==> config.mk <==
export PLATFORM = sky130hd
export DESIGN_NAME = lrmd_top
export DESIGN_NICKNAME = d
export VERILOG_FILES = /design/src/lrmd_pkg.sv /design/src/lrmd_region_lookup.sv /design/src/lrmd_top.sv /design/src/lrmd_xbus_seq.sv
export SDC_FILE = /design/constraint.sdc
export NUM_CORES = 1
export LEC_CHECK = 0
export BUFFER_PORTS_ARGS = -buffer_cell sky130_fd_sc_hd__buf_4
export CORE_ASPECT_RATIO = 0.75
export CORE_UTILIZATION = 35
export CTS_CLUSTER_DIAMETER = 30
export DETAILED_ROUTE_END_ITERATION = 12
export SLEW_MARGIN = 25
export SYNTH_ARGS = -nofsm -noshare
export SYNTH_HDL_FRONTEND = slang
export SYNTH_HIERARCHICAL = 1
export SYNTH_SLANG_ARGS = --single-unit
==> constraint.sdc <==
create_clock -name SYS_CLK -period 2.96 [get_ports SYS_CLK]
set_input_delay 0.148 -clock SYS_CLK [delete_from_list [all_inputs] [get_ports SYS_CLK]]
set_output_delay 0.148 -clock SYS_CLK [all_outputs]
set_load 0.1 [all_outputs]
==> src/lrmd_pkg.sv <==
// constants, field layout and carrier types for the legacy region map decode
// ------------------------------------------------------------------
// Operation
// - pipeline-disable bit 7 clear lets next address overlap current data phase.
// - graphics no-wait bit 6: data one clock early, or with ready.
// - bus-unit no-wait bit 5: data one clock early, or with ready.
// - A-region graphics enable bit 4 steers A0000h-AFFFFh to graphics.
// - A/B map bits 3:0 control the A0000h region, common decode.
// - C/D map holds eight fields, C0000h at 3:0 up to DC000h at 31:28.
// - E/F map holds eight fields, E0000h at 3:0 up to FC000h at 31:28.
// - PCI slave access needs control bit 3 and matching read/write enable.
// - region with control bit 2 clear is never cached.
// - bit 1 set allows local writes, clear forwards writes to PCI master.
// - bit 0 set allows local reads, clear forwards reads to PCI master.
// - cached writes update the cache before the write permission check.
// - A/B map holds B8000h field at 27:24 and B0000h at 19:16.
// - graphics enables bit 20 and bit 28 steer B0000h and B8000h halves.
// ------------------------------------------------------------------
package lrmd_pkg;
   localparam logic [15:0] LRMD_OFF_MAP_AB = 16'h8004;
   localparam logic [15:0] LRMD_OFF_MAP_CD = 16'h8008;
   localparam logic [15:0] LRMD_OFF_MAP_EF = 16'h800c;
   localparam logic [31:0] LRMD_RST_MAP_AB = 32'h0000_0000;
   localparam logic [31:0] LRMD_RST_MAP_CD = 32'h0000_0000;
   localparam logic [31:0] LRMD_RST_MAP_EF = 32'h0000_0000;
   // reserved bits 31:29, 23, 12:8 read as zero
   localparam logic [31:0] LRMD_MASK_MAP_AB = 32'h1f7f_e0ff;
   localparam int LRMD_BIT_PIPE_DIS = 7;
   localparam int LRMD_BIT_GFX_NW = 6;
   localparam int LRMD_BIT_BIU_NW = 5;
   localparam int LRMD_BIT_GFX_A = 4;
   localparam int LRMD_BIT_GFX_B_LOW = 20;
   localparam int LRMD_BIT_GFX_B_HIGH = 28;
   localparam int LRMD_LSB_CTL_A = 0;
   localparam int LRMD_LSB_CTL_B_LOW = 16;
   localparam int LRMD_LSB_CTL_B_HIGH = 24;
   localparam int LRMD_FIELD_W = 4;
   localparam int LRMD_FIELDS_PER_REG = 8;
   // region control field bits
   localparam int LRMD_CTL_PCI = 3;
   localparam int LRMD_CTL_CACHE = 2;
   localparam int LRMD_CTL_WR = 1;
   localparam int LRMD_CTL_RD = 0;
   // 16 KB region indexes taken from address bits 19:14
   localparam int LRMD_IDX_LSB = 14;
   localparam logic [5:0] LRMD_IDX_A = 6'h28;
   localparam logic [5:0] LRMD_IDX_B_LOW = 6'h2c;
   localparam logic [5:0] LRMD_IDX_B_HIGH = 6'h2e;
   localparam logic [5:0] LRMD_IDX_C = 6'h30;
   localparam logic [5:0] LRMD_IDX_E = 6'h38;

   typedef struct packed {
      logic write;
      logic from_pci;
      logic cache_hit;
      logic [19:0] addr;
   } lrmd_acc_t;

   typedef struct packed {
      logic in_window;
      logic local_mem;
      logic to_pci_master;
      logic to_gfx;
      logic cacheable;
      logic pci_denied;
      logic cache_update;
   } lrmd_route_t;

   typedef struct packed {
      logic pipe_dis;
      logic gfx_nw;
      logic biu_nw;
   } lrmd_timing_t;
endpackage : lrmd_pkg

==> src/lrmd_region_lookup.sv <==
// picks the governing region control field and graphics steering for an address
`timescale 1ns/1ns
module lrmd_region_lookup
   import lrmd_pkg::*;
(
   input wire logic [31:0] map_ab,
   input wire logic [31:0] map_cd,
   input wire logic [31:0] map_ef,
   input wire logic [5:0] idx,
   output logic [3:0] field,
   output logic gfx,
   output logic in_window
);
   logic [LRMD_FIELD_W-1:0] upper [0:2*LRMD_FIELDS_PER_REG-1];
   logic [5:0] rel;

   // ------------------------------------------------------------------
   // unpack the C..F fields in ascending address order
   // ------------------------------------------------------------------
   genvar g;
   generate
      for (g = 0; g < LRMD_FIELDS_PER_REG; g++) begin : g_unpack
         assign upper[g] = map_cd[g*LRMD_FIELD_W +: LRMD_FIELD_W];
         assign upper[g+LRMD_FIELDS_PER_REG] = map_ef[g*LRMD_FIELD_W +: LRMD_FIELD_W];
      end
   endgenerate

   assign rel = idx - LRMD_IDX_C;

   always_comb begin
      field = '0;
      gfx = 1'b0;
      in_window = 1'b1;
      if (idx >= LRMD_IDX_C) begin
         field = upper[rel[3:0]];
      end else if (idx >= LRMD_IDX_B_HIGH) begin
         field = map_ab[LRMD_LSB_CTL_B_HIGH +: LRMD_FIELD_W];
         gfx = map_ab[LRMD_BIT_GFX_B_HIGH];
      end else if (idx >= LRMD_IDX_B_LOW) begin
         field = map_ab[LRMD_LSB_CTL_B_LOW +: LRMD_FIELD_W];
         gfx = map_ab[LRMD_BIT_GFX_B_LOW];
      end else if (idx >= LRMD_IDX_A) begin
         field = map_ab[LRMD_LSB_CTL_A +: LRMD_FIELD_W];
         gfx = map_ab[LRMD_BIT_GFX_A];
      end else begin
         in_window = 1'b0;
      end
   end
endmodule : lrmd_region_lookup

==> src/lrmd_top.sv <==
// legacy region map registers, access routing and internal-bus timing
`timescale 1ns/1ns
module lrmd_top
   import lrmd_pkg::*;
(
   input wire logic SYS_CLK,
   input wire logic RST_N,
   input wire logic REG_SEL,
   input wire logic REG_WRITE,
   input wire logic [15:0] REG_ADDR,
   input wire logic [31:0] REG_WDATA,
   output logic [31:0] REG_RDATA,
   output logic REG_HIT,
   input wire logic ACC_VALID,
   input wire lrmd_acc_t ACC,
   output logic RT_VALID,
   output lrmd_route_t RT,
   output logic [3:0] RT_FIELD,
   input wire logic XB_START,
   input wire logic XB_SRC_GFX,
   output logic XB_TAKE,
   output logic XB_DATA_DRIVE,
   output logic INTERNAL_DATA_STROBE,
   output logic XB_RDY
);
   logic [31:0] region_map_a_b;
   logic [31:0] region_map_c_d;
   logic [31:0] region_map_e_f;
   logic sel_ab;
   logic sel_cd;
   logic sel_ef;
   lrmd_timing_t tim;
   logic [3:0] field;
   logic gfx_hit;
   logic in_window;
   lrmd_route_t next_route;

   // ------------------------------------------------------------------
   // register port
   // ------------------------------------------------------------------
   assign sel_ab = REG_SEL && REG_ADDR == LRMD_OFF_MAP_AB;
   assign sel_cd = REG_SEL && REG_ADDR == LRMD_OFF_MAP_CD;
   assign sel_ef = REG_SEL && REG_ADDR == LRMD_OFF_MAP_EF;

   always_ff @(posedge SYS_CLK or negedge RST_N) begin
      if (!RST_N) begin
         region_map_a_b <= LRMD_RST_MAP_AB;
      end else if (sel_ab && REG_WRITE) begin
         region_map_a_b <= REG_WDATA & LRMD_MASK_MAP_AB;
      end
   end

   always_ff @(posedge SYS_CLK or negedge RST_N) begin
      if (!RST_N) begin
         region_map_c_d <= LRMD_RST_MAP_CD;
      end else if (sel_cd && REG_WRITE) begin
         region_map_c_d <= REG_WDATA;
      end
   end

   always_ff @(posedge SYS_CLK or negedge RST_N) begin
      if (!RST_N) begin
         region_map_e_f <= LRMD_RST_MAP_EF;
      end else if (sel_ef && REG_WRITE) begin
         region_map_e_f <= REG_WDATA;
      end
   end

   // read data is registered; unmapped offsets read zero
   always_ff @(posedge SYS_CLK or negedge RST_N) begin
      if (!RST_N) begin
         REG_RDATA <= '0;
         REG_HIT <= 1'b0;
      end else begin
         REG_HIT <= sel_ab || sel_cd || sel_ef;
         if (sel_ab) begin
            REG_RDATA <= region_map_a_b;
         end else if (sel_cd) begin
            REG_RDATA <= region_map_c_d;
         end else if (sel_ef) begin
            REG_RDATA <= region_map_e_f;
         end else begin
            REG_RDATA <= '0;
         end
      end
   end

   // ------------------------------------------------------------------
   // region lookup
   // ------------------------------------------------------------------
   lrmd_region_lookup u_lookup (
      .map_ab(region_map_a_b),
      .map_cd(region_map_c_d),
      .map_ef(region_map_e_f),
      .idx(ACC.addr[19:LRMD_IDX_LSB]),
      .field(field),
      .gfx(gfx_hit),
      .in_window(in_window)
   );

   // ------------------------------------------------------------------
   // access routing
   // ------------------------------------------------------------------
   always_comb begin
      next_route = '0;
      next_route.in_window = in_window;
      if (!in_window) begin
         next_route.local_mem = 1'b1;
         next_route.cacheable = 1'b1;
         next_route.cache_update = ACC.write && ACC.cache_hit;
      end else if (gfx_hit) begin
         next_route.to_gfx = 1'b1;
      end else if (ACC.from_pci) begin
         // slave access needs the pci bit and the matching enable
         if (field[LRMD_CTL_PCI] &&
             (ACC.write ? field[LRMD_CTL_WR] : field[LRMD_CTL_RD])) begin
            next_route.local_mem = 1'b1;
         end else begin
            next_route.pci_denied = 1'b1;
         end
      end else begin
         next_route.cacheable = field[LRMD_CTL_CACHE];
         if (ACC.write) begin
            next_route.local_mem = field[LRMD_CTL_WR];
            next_route.to_pci_master = !field[LRMD_CTL_WR];
            // cache sees the write before the permission check
            next_route.cache_update = field[LRMD_CTL_CACHE] && ACC.cache_hit;
         end else begin
            next_route.local_mem = field[LRMD_CTL_RD];
            next_route.to_pci_master = !field[LRMD_CTL_RD];
         end
      end
   end

   always_ff @(posedge SYS_CLK or negedge RST_N) begin
      if (!RST_N) begin
         RT_VALID <= 1'b0;
      end else begin
         RT_VALID <= ACC_VALID;
      end
   end

   always_ff @(posedge SYS_CLK or negedge RST_N) begin
      if (!RST_N) begin
         RT <= '0;
         RT_FIELD <= '0;
      end else if (ACC_VALID) begin
         RT <= next_route;
         RT_FIELD <= field;
      end
   end

   // ------------------------------------------------------------------
   // internal-bus timing
   // ------------------------------------------------------------------
   assign tim.pipe_dis = region_map_a_b[LRMD_BIT_PIPE_DIS];
   assign tim.gfx_nw = region_map_a_b[LRMD_BIT_GFX_NW];
   assign tim.biu_nw = region_map_a_b[LRMD_BIT_BIU_NW];

   lrmd_xbus_seq u_seq (
      .clk(SYS_CLK),
      .rst_n(RST_N),
      .tim(tim),
      .start(XB_START),
      .src_gfx(XB_SRC_GFX),
      .take(XB_TAKE),
      .data_drive(XB_DATA_DRIVE),
      .strobe(INTERNAL_DATA_STROBE),
      .rdy(XB_RDY)
   );
endmodule : lrmd_top

==> src/lrmd_xbus_seq.sv <==
// internal-bus cycle sequencer: address overlap and data-drive timing
`timescale 1ns/1ns
module lrmd_xbus_seq
   import lrmd_pkg::*;
(
   input wire logic clk,
   input wire logic rst_n,
   input wire lrmd_timing_t tim,
   input wire logic start,
   input wire logic src_gfx,
   output logic take,
   output logic data_drive,
   output logic strobe,
   output logic rdy
);
   typedef enum logic [1:0] {S_IDLE, S_EARLY, S_XFER} lrmd_seq_t;
   lrmd_seq_t state;
   lrmd_seq_t next_state;
   logic no_wait;

   assign no_wait = src_gfx ? tim.gfx_nw : tim.biu_nw;
   // overlap only in the last data cycle, and only when pipelining is on
   assign take = start && (state == S_IDLE || (state == S_XFER && !tim.pipe_dis));

   always_comb begin
      case (state)
         S_IDLE, S_XFER: begin
            if (take) begin
               next_state = no_wait ? S_XFER : S_EARLY;
            end else begin
               next_state = S_IDLE;
            end
         end
         S_EARLY: next_state = S_XFER;
         default: next_state = S_IDLE;
      endcase
   end

   always_ff @(posedge clk or negedge rst_n) begin
      if (!rst_n) begin
         state <= S_IDLE;
      end else begin
         state <= next_state;
      end
   end

   assign data_drive = (state != S_IDLE);
   assign strobe = (state == S_XFER);
   assign rdy = (state == S_XFER);
endmodule : lrmd_xbus_seq
**Word level (Yosys, flattened, before mapping)**

Cells that the tools add are included.

- $add $sub $neg: 1
- Magnitude comparators: 5
- Eq/ne operators: 5
- Muxes and demuxes: 40
- Bitwise operators: 1
- Reduce and logical (&&, ||, !) cells: 20

Operators by type and width:

| cell | number |
|---|---|
| 2-to-1 mux 32 bit | 3 |
| equality test 16 bit, second input constant | 3 |
| greater-or-equal comparator 6 bit, second input constant | 4 |
| 2-to-1 mux 4 bit | 6 |
| 2-to-1 mux 1 bit | 23 |
| binary-select mux 4 bit (select 4 bit) | 1 |
| logical AND 1 bit | 11 |
| 2-to-1 mux 2 bit | 5 |
| greater-or-equal comparator 5 bit, second input constant | 1 |
| NOT 4 -> 5 bit | 1 |
| case mux 2 bit (2 select lines) | 1 |
| subtractor 4 x 1 -> 4 bit, second input constant | 1 |
| logical NOT 1 bit | 3 |
| logical OR 1 bit | 3 |
| 2-to-1 mux 3 bit | 1 |
| equality test 2 x 1 -> 1 bit, second input constant | 1 |
| equality test 2 bit, second input constant | 1 |
| logical NOT 2 bit | 1 |
| nonzero test 2 bit | 1 |
| OR reduction 2 bit | 1 |

- Register bits after elaboration: 134
- Bits of input ports: 78
- Output and inout bits: 49
- Logic and storage cells: 87

**Depth between registers and ports, before layout**

Gate-level depths: netlist of run 1.

- Depth in word-level cells: 12
- Depth in mapped cells: 10
- Mapped depth without buffers: 8

**Modules after synthesis**

The synthesis of run 1 kept the hierarchy.

Modules (own cells, without submodules):

| module | times used | cells each | area each (um^2) | sequential area each (um^2) |
|---|---|---|---|---|
| lrmd_top | 1 | 348 | 5272.6 | 3303.2 |
| lrmd_region_lookup | 1 | 66 | 778.2 | 0.0 |
| lrmd_xbus_seq | 1 | 12 | 138.9 | 50.0 |

**Least setup slack after synthesis of run 1**

Ideal clock, no wire load.

- Kind: register to output
- Start: register u_seq.state[1]
- End: output port INTERNAL_DATA_STROBE
- Data arrival time: 2.256 ns
- Path slack: 0.556 ns
- Stages on the path, launching flop included: 3
- Buffers on the path: 1
- Path through: dfrtp_1 -> nor2b_1 -> buf_4

- Word-level cells in the longest chain between the ends: 1

RTL lines:

| element | line | source |
|---|---|---|
| start, declared | lrmd_xbus_seq.sv:17 | `lrmd_seq_t state;` |
| start signal, assigned | lrmd_xbus_seq.sv:43 | `state <= next_state;` |
| equality test 2 bit | -- |  |
| end, declared | lrmd_top.sv:23 | `output logic INTERNAL_DATA_STROBE,` |

Every way passes these cells.

**Worst setup path in the final report of run 1**

- Start: register region_map_e_f[0]
- End: register RT[4] (netlist name)

- Word-level cells in the longest chain between the ends: 9

RTL lines:

| element | line | source |
|---|---|---|
| start, declared | lrmd_top.sv:28 | `logic [31:0] region_map_e_f;` |
| start signal, assigned | lrmd_top.sv:63 | `region_map_e_f <= LRMD_RST_MAP_EF;` |
| start signal, assigned | lrmd_top.sv:65 | `region_map_e_f <= REG_WDATA;` |
| binary-select mux 4 bit (select 4 bit) | lrmd_region_lookup.sv:35 | `field = upper[rel[3:0]];` |
| 2-to-1 mux 4 bit (not written as such) (2 in a row) | lrmd_region_lookup.sv:35 |  |
| 2-to-1 mux 4 bit | lrmd_region_lookup.sv:34 | `if (idx >= LRMD_IDX_C) begin` |
| via field[0] | lrmd_top.sv:33 | `logic [3:0] field;` |
| logical NOT 1 bit | lrmd_top.sv:130 | `next_route.to_pci_master = !field[LRMD_CTL_RD];` |
| 2-to-1 mux 2 bit | lrmd_top.sv:123 | `if (ACC.write) begin` |
| 2-to-1 mux 1 bit | lrmd_top.sv:113 | `end else if (ACC.from_pci) begin` |
| 2-to-1 mux 2 bit | lrmd_top.sv:111 | `end else if (gfx_hit) begin` |
| 2-to-1 mux 2 bit | lrmd_top.sv:107 | `if (!in_window) begin` |
| end signal, assigned | lrmd_top.sv:148 | `RT <= next_route;` |
| end, declared | lrmd_top.sv:17 | `output lrmd_route_t RT,` |

The timed path passes the listed nets, and every way through them passes these cells. The select of a mux whose other input is x is not followed.
A chain may end at the register's enable or synchronous reset.

==> results of run 1 <==
flip-flops by register name (all words and copies together) (netlist names):
signal,cells
REG_RDATA,32
region_map_c_d,32
region_map_e_f,32
region_map_a_b,23
RT,7
RT_FIELD,4
u_seq/state,2
REG_HIT,1
RT_VALID,1
routing by layer:
| layer | part of all wire (%) | GRT usage [%] |
|---|---|---|
| met1 | 50 | 28.1 |
| met2 | 44 | 27.7 |
| met3 | 5.5 | 5.60 |
| met4 | 0.82 | 5.95 |
| met5 | 0 | 0 |
where the power goes:
| group | switching (mW) | total, mW | internal [mW] |
|---|---|---|---|
| sequential | 0.00740 | 1.85 | 1.85 |
| combinational | 0.245 | 0.399 | 0.154 |
| clock | 0.762 | 2.45 | 1.69 |
| total | 1.01 | 4.70 | 3.69 |
how the worst max path moves through the flow:
stage,start,to,slack [ns]
after global placement,ACC[14],RT[4],0.52
after detailed placement,ACC[14],RT[4],0.42
after floorplan,u_seq/state[1],INTERNAL_DATA_STROBE,0.56
final,region_map_e_f[0],RT[4],0.56
after global routing,region_map_e_f[5],RT[4],0.47
after CTS,region_map_e_f[0],RT[4],0.58
final cells by class:
cell class | count | area [sq um]
Inverter | 4 | 15.0
Tap cell | 236 | 295
Clock inverter | 8 | 190
Sequential cell | 134 | 3350
Fill cell | 1524 | 8720
Multi-Input combinational cell | 260 | 2660
Clock buffer | 24 | 502
Antenna cell | 1 | 2.50
Timing Repair Buffer | 157 | 1290
critical path, cell delays in order (launching register included):
cell     delay (ns)
dfrtp_1        0.41
mux4_1         0.54
mux2_2         0.29
a211o_1        0.32
mux2_2         0.30
nor4b_1        0.26
mux2_2         0.21
==> results.yml, run 1 <==
worst_setup_path:
  worstSetupPathType: "reg2reg"
  start_kind: "register"
  cp.arrival_ns: 2.75
  rr_startpoint: "region_map_e_f[0]"
  path_max_fanout: 3
  crit_path_end_kind: "register"
  ff2ff_path_depth: 6
  r2r_slack_ns: 0.56
  r2r_end: "RT[4]"
  cp.required_ns: 3.32
die:
  placementRows: 41
  pin_count: 127
  core-area_sq_mm: 0.0170
  die_w_um: 156
  die_h_um: 117
  dieArea_sq_mm: 0.0182
  start_util_pct: 36.3
sta:
  finalSetupViolCount: 0
  finalCritPeriodShare_pct: 80.9
  worstMarginPinSlew_ns: 0.695
  rsz0062_at_grt: "false"
  skew_ns: 0.00705
  worst_slack_ns: 0.565
  slew_violations: 0
  tns_ns: 0
  hold_viol_final: 0
  hold_ws_ns: 0.0548
  fmax_mhz: 418
  min_period_ns: 2.40
  max_slew_margin_pct: 53.7
global_routing:
  antenna_found_initial: 1
  grt_start_max_net_pins: 60
  grt_pass1_wl_um: 25500
  gr-total-overflow: 0
  grt_pass1_vias: 4372
  grt_usage_pct: 19.3
route:
  route.detailed.drc: 0
  via_count: 4177
  wl_per_cell_um: 19.8
  ant_nets: 0
  firstDrtPassIters: 4
  routed_wl_um: 16300
  drtIter0Drc: 178
  routed_via_density: 5.07
placed_design:
  portBuffers: 112
  placed_area_sq_mm: 0.00723
  place_ws_ns: 0.419
  routabilityCongestion: 0.879
  hpwl_um: 11000
  dp.cells: 753
logic_synthesis:
  synth-warning-count: 6
  synthCells: 425
  synth_area_per_cell_sq_um: 14.6
  netlist_area_sq_mm: 0.00619
  synth_fp_nets: 503
cells_and_area:
  syn_to_final_growth_pct: 34.3
  mostFrequentLayoutCells: "dfrtp_1, buf_4, mux2_2"
  final_core_util_pct: 48.8
  finalNonFillerCells: 824
  drive_above_1_share_pct: 38.8
  nets: 652
  final_common_cell: "dfrtp_1"
  design_area_sq_mm: 0.00831
clocking:
  h-tree-depth: 4
  clock_latency_ns: 0.42
  cts_tree: "yes"
  postCtsSetupBuffers: 0
  numCtsBuffers: 17
  cts_resized: 0
  hold_buffers: 38
  cts.sinks: 134
  cts_max_path_buffers: 2
  root_buffer: "clkbuf_16"
  clk_pin_slew_ns: 0.06
min_path:
  worst_hold_path.endpoint: "RT[5]"
  min_path_cells: 4
  hold_class: "in2reg"
  hp-start: "ACC[21]"
power:
  p_total_mw: 4.70
  leakage_nw: 4.14
  p_per_area_mw_per_mm2: 566
  peakVddDrop_mv: 0.293
flow_run:
  max-cap-violations: 0
outcome:
  status: "finished clean"
No activity file was read; power rests on OpenSTA's default activity.
==> run 2: changes to the inputs <==
==> constraint.sdc (replaced) <==
create_clock -name SYS_CLK -period 2 [get_ports SYS_CLK]
set_input_delay 0.1 -clock SYS_CLK [delete_from_list [all_inputs] [get_ports SYS_CLK]]
set_output_delay 0.1 -clock SYS_CLK [all_outputs]
set_load 0.1 [all_outputs]
==> run 2 against run 1 <==
The flow now finishes with violations (negative setup slack). Combinational power up 52%. First-iteration DRC count is 0.56% higher. Clock skew about the same. Core utilization grew 1.5 points. Critical path depth unchanged. Maximum frequency is 8.2% higher. Power is 33% higher. Non-clock buffer count up 45. Largest cell class unchanged.
==> results.yml, run 2 (synthesis results as in run 1) <==
worst_setup_path:
  r2r_slack_ns: -0.21
  path_max_fanout: 3
  cp.required_ns: 2.36
  worstSetupPathType: "reg2reg"
  cp.arrival_ns: 2.57
  ff2ff_path_depth: 6
  crit_path_end_kind: "register"
  rr_startpoint: "region_map_e_f[8]"
  r2r_end: "RT[4]"
  start_kind: "register"
  crit_start: "region_map_e_f[8]"
  cp-endpoint: "RT[4]"
cells_and_area:
  largestRegisters: "REG_RDATA: 32 flops, region_map_c_d: 32 flops, region_map_e_f: 32 flops"
  fillerInstances: 1526
  nets: 697
  mostFrequentLayoutCells: "buf_4, dfrtp_1, mux2_2"
  design_area_sq_mm: 0.00856
  syn_to_final_growth_pct: 38.4
  drive_above_1_share_pct: 43.8
  num_antenna_cells: 0
  multiInputGateArea_sq_mm: 0.00268
  register_area_sq_mm: 0.00335
  final_common_cell: "buf_4"
power:
  swShare_pct: 23.5
  seqPwrFrac_pct: 43.7
  p_comb_share_pct: 9.7
  pwr-share-clk_pct: 46.6
  power.internal_mw: 4.80
  leakage_nw: 4.29
  p_total_mw: 6.28
  peakVddDrop_mv: 0.551
  p_per_area_mw_per_mm2: 733
  p_sw_mw: 1.48
global_routing:
  gr-total-overflow: 0
  grt_usage_pct: 19.3
  antenna_found_initial: 0
  grt_pass1_vias: 4639
  grt_start_max_net_pins: 58
  grt_pass1_wl_um: 25700
clocking:
  numCtsBuffers: 17
  root_buffer: "clkbuf_16"
  cts_max_path_buffers: 2
  clock_latency_ns: 0.41
  h-tree-depth: 4
  clk_pin_slew_ns: 0.06
  cts.sinks: 134
  cts_tree: "yes"
placed_design:
  hpwl_um: 11300
  placed_area_sq_mm: 0.00759
  portBuffers: 112
  routabilityCongestion: 0.830
sta:
  hold_viol_final: 0
  finalCritPeriodShare_pct: 111
  rsz0062_at_grt: "true"
  worst_slack_ns: -0.214
  max_slew_margin_pct: 62.8
  skew_ns: 0.00734
  finalSetupViolCount: 3
  fmax_mhz: 452
  worstMarginPinSlew_ns: 0.557
  min_period_ns: 2.21
  slew_violations: 0
outcome:
  status: "complete, but fails checks"
  violations: "negative setup slack"
die:
  die_h_um: 117
  dieArea_sq_mm: 0.0182
  pin_count: 127
  placementRows: 41
  die_w_um: 156
  start_util_pct: 36.3
  core-area_sq_mm: 0.0170
route:
  routed_wl_um: 16500
  drtIter0Drc: 179
  wl_per_cell_um: 19.0
  ant_nets: 0
  firstDrtPassIters: 6
  via_count: 4370
  routed_via_density: 5.05
  route.detailed.drc: 0
min_path:
  hold_class: "in2reg"
flow_run:
  max-cap-violations: 0
## run 2: cell count changes in the layout (fill, tap and decap cells not counted), sizes merged
| cell | previous run | this run |
|---|---|---|
| diode | 1 | 0 |
| clkbuf | 24 | 27 |
| buf | 119 | 164 |
| bufinv | 6 | 1 |
| clkinvlp | 0 | 1 |
| clkinv | 2 | 1 |
## run 2: repair_timing
item,CTS,global route
hold buffers,38,0
resized for setup,4,3
endpoints found under the setup margin,5,6
pin swaps,2,4
buffers inserted,4,1
hold endpoints to repair,147,0
## run 2: worst max-delay path, cell delays in order, from the launching register on
cell and delay [ns]:
dfrtp_1 0.40, mux4_2 0.51, mux2_4 0.28, a211o_1 0.28, mux2_4 0.31, nor4b_4 0.21, mux2_4 0.17
## run 2: metal layers
metal,routed length (um),track usage [%],vias up
li1,-,-,1985
met1,7660,25.7,2262
met2,7900,31.2,116
met3,835,6.08,7
met4,82,4.25,0
met5,0,0,-
## run 2: how the worst min path moves through the flow
stage,start,end,slack (ns),cells after the start
final,REG_ADDR[8],REG_HIT,0.06,4
after floorplan,RST_N,REG_HIT,-0.20,0
after CTS,REG_ADDR[8],REG_HIT,0.04,4
after global placement,RST_N,REG_HIT,0.10,1
after global routing,REG_ADDR[7],REG_HIT,0.06,4
after detailed placement,RST_N,REG_HIT,0.11,1
## run 2: metrics by stage
stage / worst slack, ns / std cells / util [%] / setup TNS (ns) / hold slack [ns]
6_report: -0.214 / 866 / 50.3 / -0.539 / 0.0648
5_1_grt: -0.274 / 866 / 50.3 / -0.687 / 0.0610
4_1_cts: -0.233 / 865 / 50.2 / -0.472 / 0.0381
3_5_place_dp: -0.269 / 793 / 44.6 / -1.10 / 0.107
3_3_place_gp: -0.220 / 793 / 44.6 / -0.798 / 0.101
2_1_floorplan: -0.0724 / 425 / - / -0.0724 / -0.196
## run 2: final cells by class
type | instances | share of cell area (%)
clock buffers | 27 | 5.87
multi-input cells | 260 | 31.3
clock inverters | 3 | 0.497
inverters | 4 | 0.175
well taps | 236 | 3.45
flip-flops and latches | 134 | 39.2
repair buffers | 202 | 19.6
## run 2: power by group through the flow
stage	clock network [mW]	logic [mW]	registers, mW
2_1_floorplan	0	0.187	2.90
3_3_place_gp	0	0.539	2.79
3_5_place_dp	0	0.547	2.79
4_1_cts	2.98	0.611	2.74
5_1_grt	3.12	0.649	2.74
6_report	2.92	0.607	2.74
==> run 3: changes to the inputs <==
--- a/config.mk
+++ b/config.mk
@@ -10,6 +10,9 @@
 export CORE_UTILIZATION = 35
 export CTS_CLUSTER_DIAMETER = 30
 export DETAILED_ROUTE_END_ITERATION = 12
+export GPL_TIMING_DRIVEN = 0
+export RECOVER_POWER = 50
+export SETUP_SLACK_MARGIN = 0.2
 export SLEW_MARGIN = 25
 export SYNTH_ARGS = -nofsm -noshare
 export SYNTH_HDL_FRONTEND = slang
==> run 3 against run 2 <==
The run ends with max-capacitance violations, max-slew violations, negative setup slack left. Core utilization decreased by 0.82 points. Highest routed layer unchanged. Clock skew decreased by 0.0020 ns. Combinational power increased by 1%. First-iteration DRC count increased by 47%. Non-clock buffer count decreased by 15. Largest cell class unchanged. Maximum frequency decreased by 2.9%. Via count decreased by 0.80%. Sequential power about the same.
==> results.yml, run 3 (synthesis results as in run 1) <==
min_path:
  worst_hold_path.endpoint: "RT[5]"
  hold_class: "in2reg"
  min_path_cells: 4
  hp-start: "ACC[21]"
route:
  wl_per_cell_um: 20.0
  routed_via_density: 5.08
  ant_nets: 0
  routed_wl_um: 17000
  route.detailed.drc: 0
  firstDrtPassIters: 4
  drtIter0Drc: 264
  via_count: 4335
die:
  placementRows: 41
  die_h_um: 117
  dieArea_sq_mm: 0.0182
  start_util_pct: 36.3
  die_w_um: 156
  pin_count: 127
  core-area_sq_mm: 0.0170
worst_setup_path:
  cp_slowest_stage_delay_ns: 0.54
  cp.arrival_ns: 2.64
  ff2ff_path_depth: 6
  start_kind: "register"
  crit_path_end_kind: "register"
  path_max_fanout: 3
  worst_path_max_delay_cell: "mux4_2"
  worstSetupPathType: "reg2reg"
  cp.required_ns: 2.36
  cp_num_buf_inv: 0
  cp_top_family: "multiplexers"
  r2r_slack_ns: -0.28
  cp_cell_sequence: "mux4_2 -> mux2_4 -> a211o_1 -> mux2_4 -> nor4b_4 -> mux2_4"
  crit_top_cell: "mux2_4"
  rr_startpoint: "region_map_e_f[25]"
  r2r_end: "RT[4]"
cells_and_area:
  largestRegisters: "REG_RDATA: 32 flops, region_map_c_d: 32 flops, region_map_e_f: 32 flops"
  num_antenna_cells: 0
  final_common_cell: "dfrtp_1"
  mostFrequentLayoutCells: "dfrtp_1, buf_4, mux2_2"
  drive_above_1_share_pct: 42.1
  nets: 682
  syn_to_final_growth_pct: 36.2
  design_area_sq_mm: 0.00842
power:
  leakage_nw: 4.15
  p_per_area_mw_per_mm2: 788
  peakVddDrop_mv: 0.492
sta:
  worstMarginPinSlew_ns: 1.51
  skew_ns: 0.00534
  min_period_ns: 2.28
  slew_violations: 65
  hold_viol_final: 0
  fmax_mhz: 439
  hold_ws_ns: 0.0250
  finalSetupViolCount: 4
  finalCritPeriodShare_pct: 114
  rsz0062_at_grt: "true"
  max_slew_margin_pct: -0.713
  worst_slack_ns: -0.279
placed_design:
  routabilityCongestion: 0.844
  place_ws_ns: -0.756
  portBuffers: 107
  placed_area_sq_mm: 0.00734
  hpwl_um: 12200
global_routing:
  met3_usage_pct: 5.96
  grt_usage_pct: 20.1
  antenna_found_initial: 0
  gr-total-overflow: 0
  grt_start_max_net_pins: 70
  busiest_layer: "met2"
  grt_pass1_wl_um: 26400
  gr-usage-met2_pct: 31.4
  grt_pass1_vias: 4620
  grt_use_met1_pct: 26.9
clocking:
  cts_max_path_buffers: 2
  cts_tree: "yes"
  cts.sinks: 134
  clock_latency_ns: 0.42
  h-tree-depth: 4
  numCtsBuffers: 17
  root_buffer: "clkbuf_16"
  clk_pin_slew_ns: 0.06
outcome:
  violations: "max-capacitance violations, max-slew violations, negative setup slack"
  status: "complete, but fails checks"
flow_run:
  max-cap-violations: 1
run 3: cell count changes in the layout (fill, tap and decap cells not counted), sizes merged:
cell      before  now
buf          164  123
bufinv         1    3
clkbuf        27   52
clkinvlp       1    2
run 3: worst max path at each step:
stage | from | endpoint | slack (ns) | cells past startpoint
2_1_floorplan | region_map_e_f[28] | RT[4] | -0.07 | 6
4_1_cts | region_map_e_f[25] | RT[4] | -0.29 | 6
3_3_place_gp | ACC[16] | RT[4] | -0.75 | 9
6_report | region_map_e_f[25] | RT[4] | -0.28 | 6
5_1_grt | region_map_e_f[29] | RT[4] | -0.31 | 6
3_5_place_dp | ACC[16] | RT[4] | -0.76 | 9
run 3: area by class of cell:
type | count | area (sq um)
Inverter | 4 | 15.0
Timing Repair Buffer | 160 | 1280
Multi-Input combinational cell | 260 | 2680
Buffer | 27 | 181
Fill cell | 1553 | 8610
Tap cell | 236 | 295
Clock inverter | 6 | 114
Clock buffer | 26 | 509
Sequential cell | 134 | 3350
run 3: power by group:
part	switching (mW)	leakage [nW]	total [mW]	internal, mW
registers	0.0110	1.86	2.74	2.73
logic	0.375	2.00	0.616	0.241
clock network	1.15	0.297	3.28	2.13
total	1.54	4.15	6.64	5.10
run 3: worst reg2reg max path: stages (launching register included):
cell and delay, ns:
dfrtp_1 0.41, mux4_2 0.54, mux2_4 0.29, a211o_1 0.28, mux2_4 0.30, nor4b_4 0.23
mux2_4 0.18
run 3: repair_timing:
item,4_1_cts,5_1_grt
pin swaps,5,5
hold buffers,38,0
hold endpoints to repair,157,0
buffers inserted,9,5
endpoints found under the setup margin,61,98
gates resized for setup,12,15
run 3: metal layers:
metal	wire length, um	part of all wire, %
met1	7960	47
met2	7840	46
met3	966	5.7
met4	285	1.7
met5	0	0
run 3: per-stage QoR:
stage,utilization [%],setup TNS [ns],instances,power [mW]
global route,49.5,-0.891,853,6.85
detailed placement,43.1,-29.00,769,3.34
global placement,42.9,-24.30,768,3.32
finish,49.5,-0.731,853,6.64
CTS,49.5,-0.682,848,6.69
floorplan,-,-0.0723,425,3.09
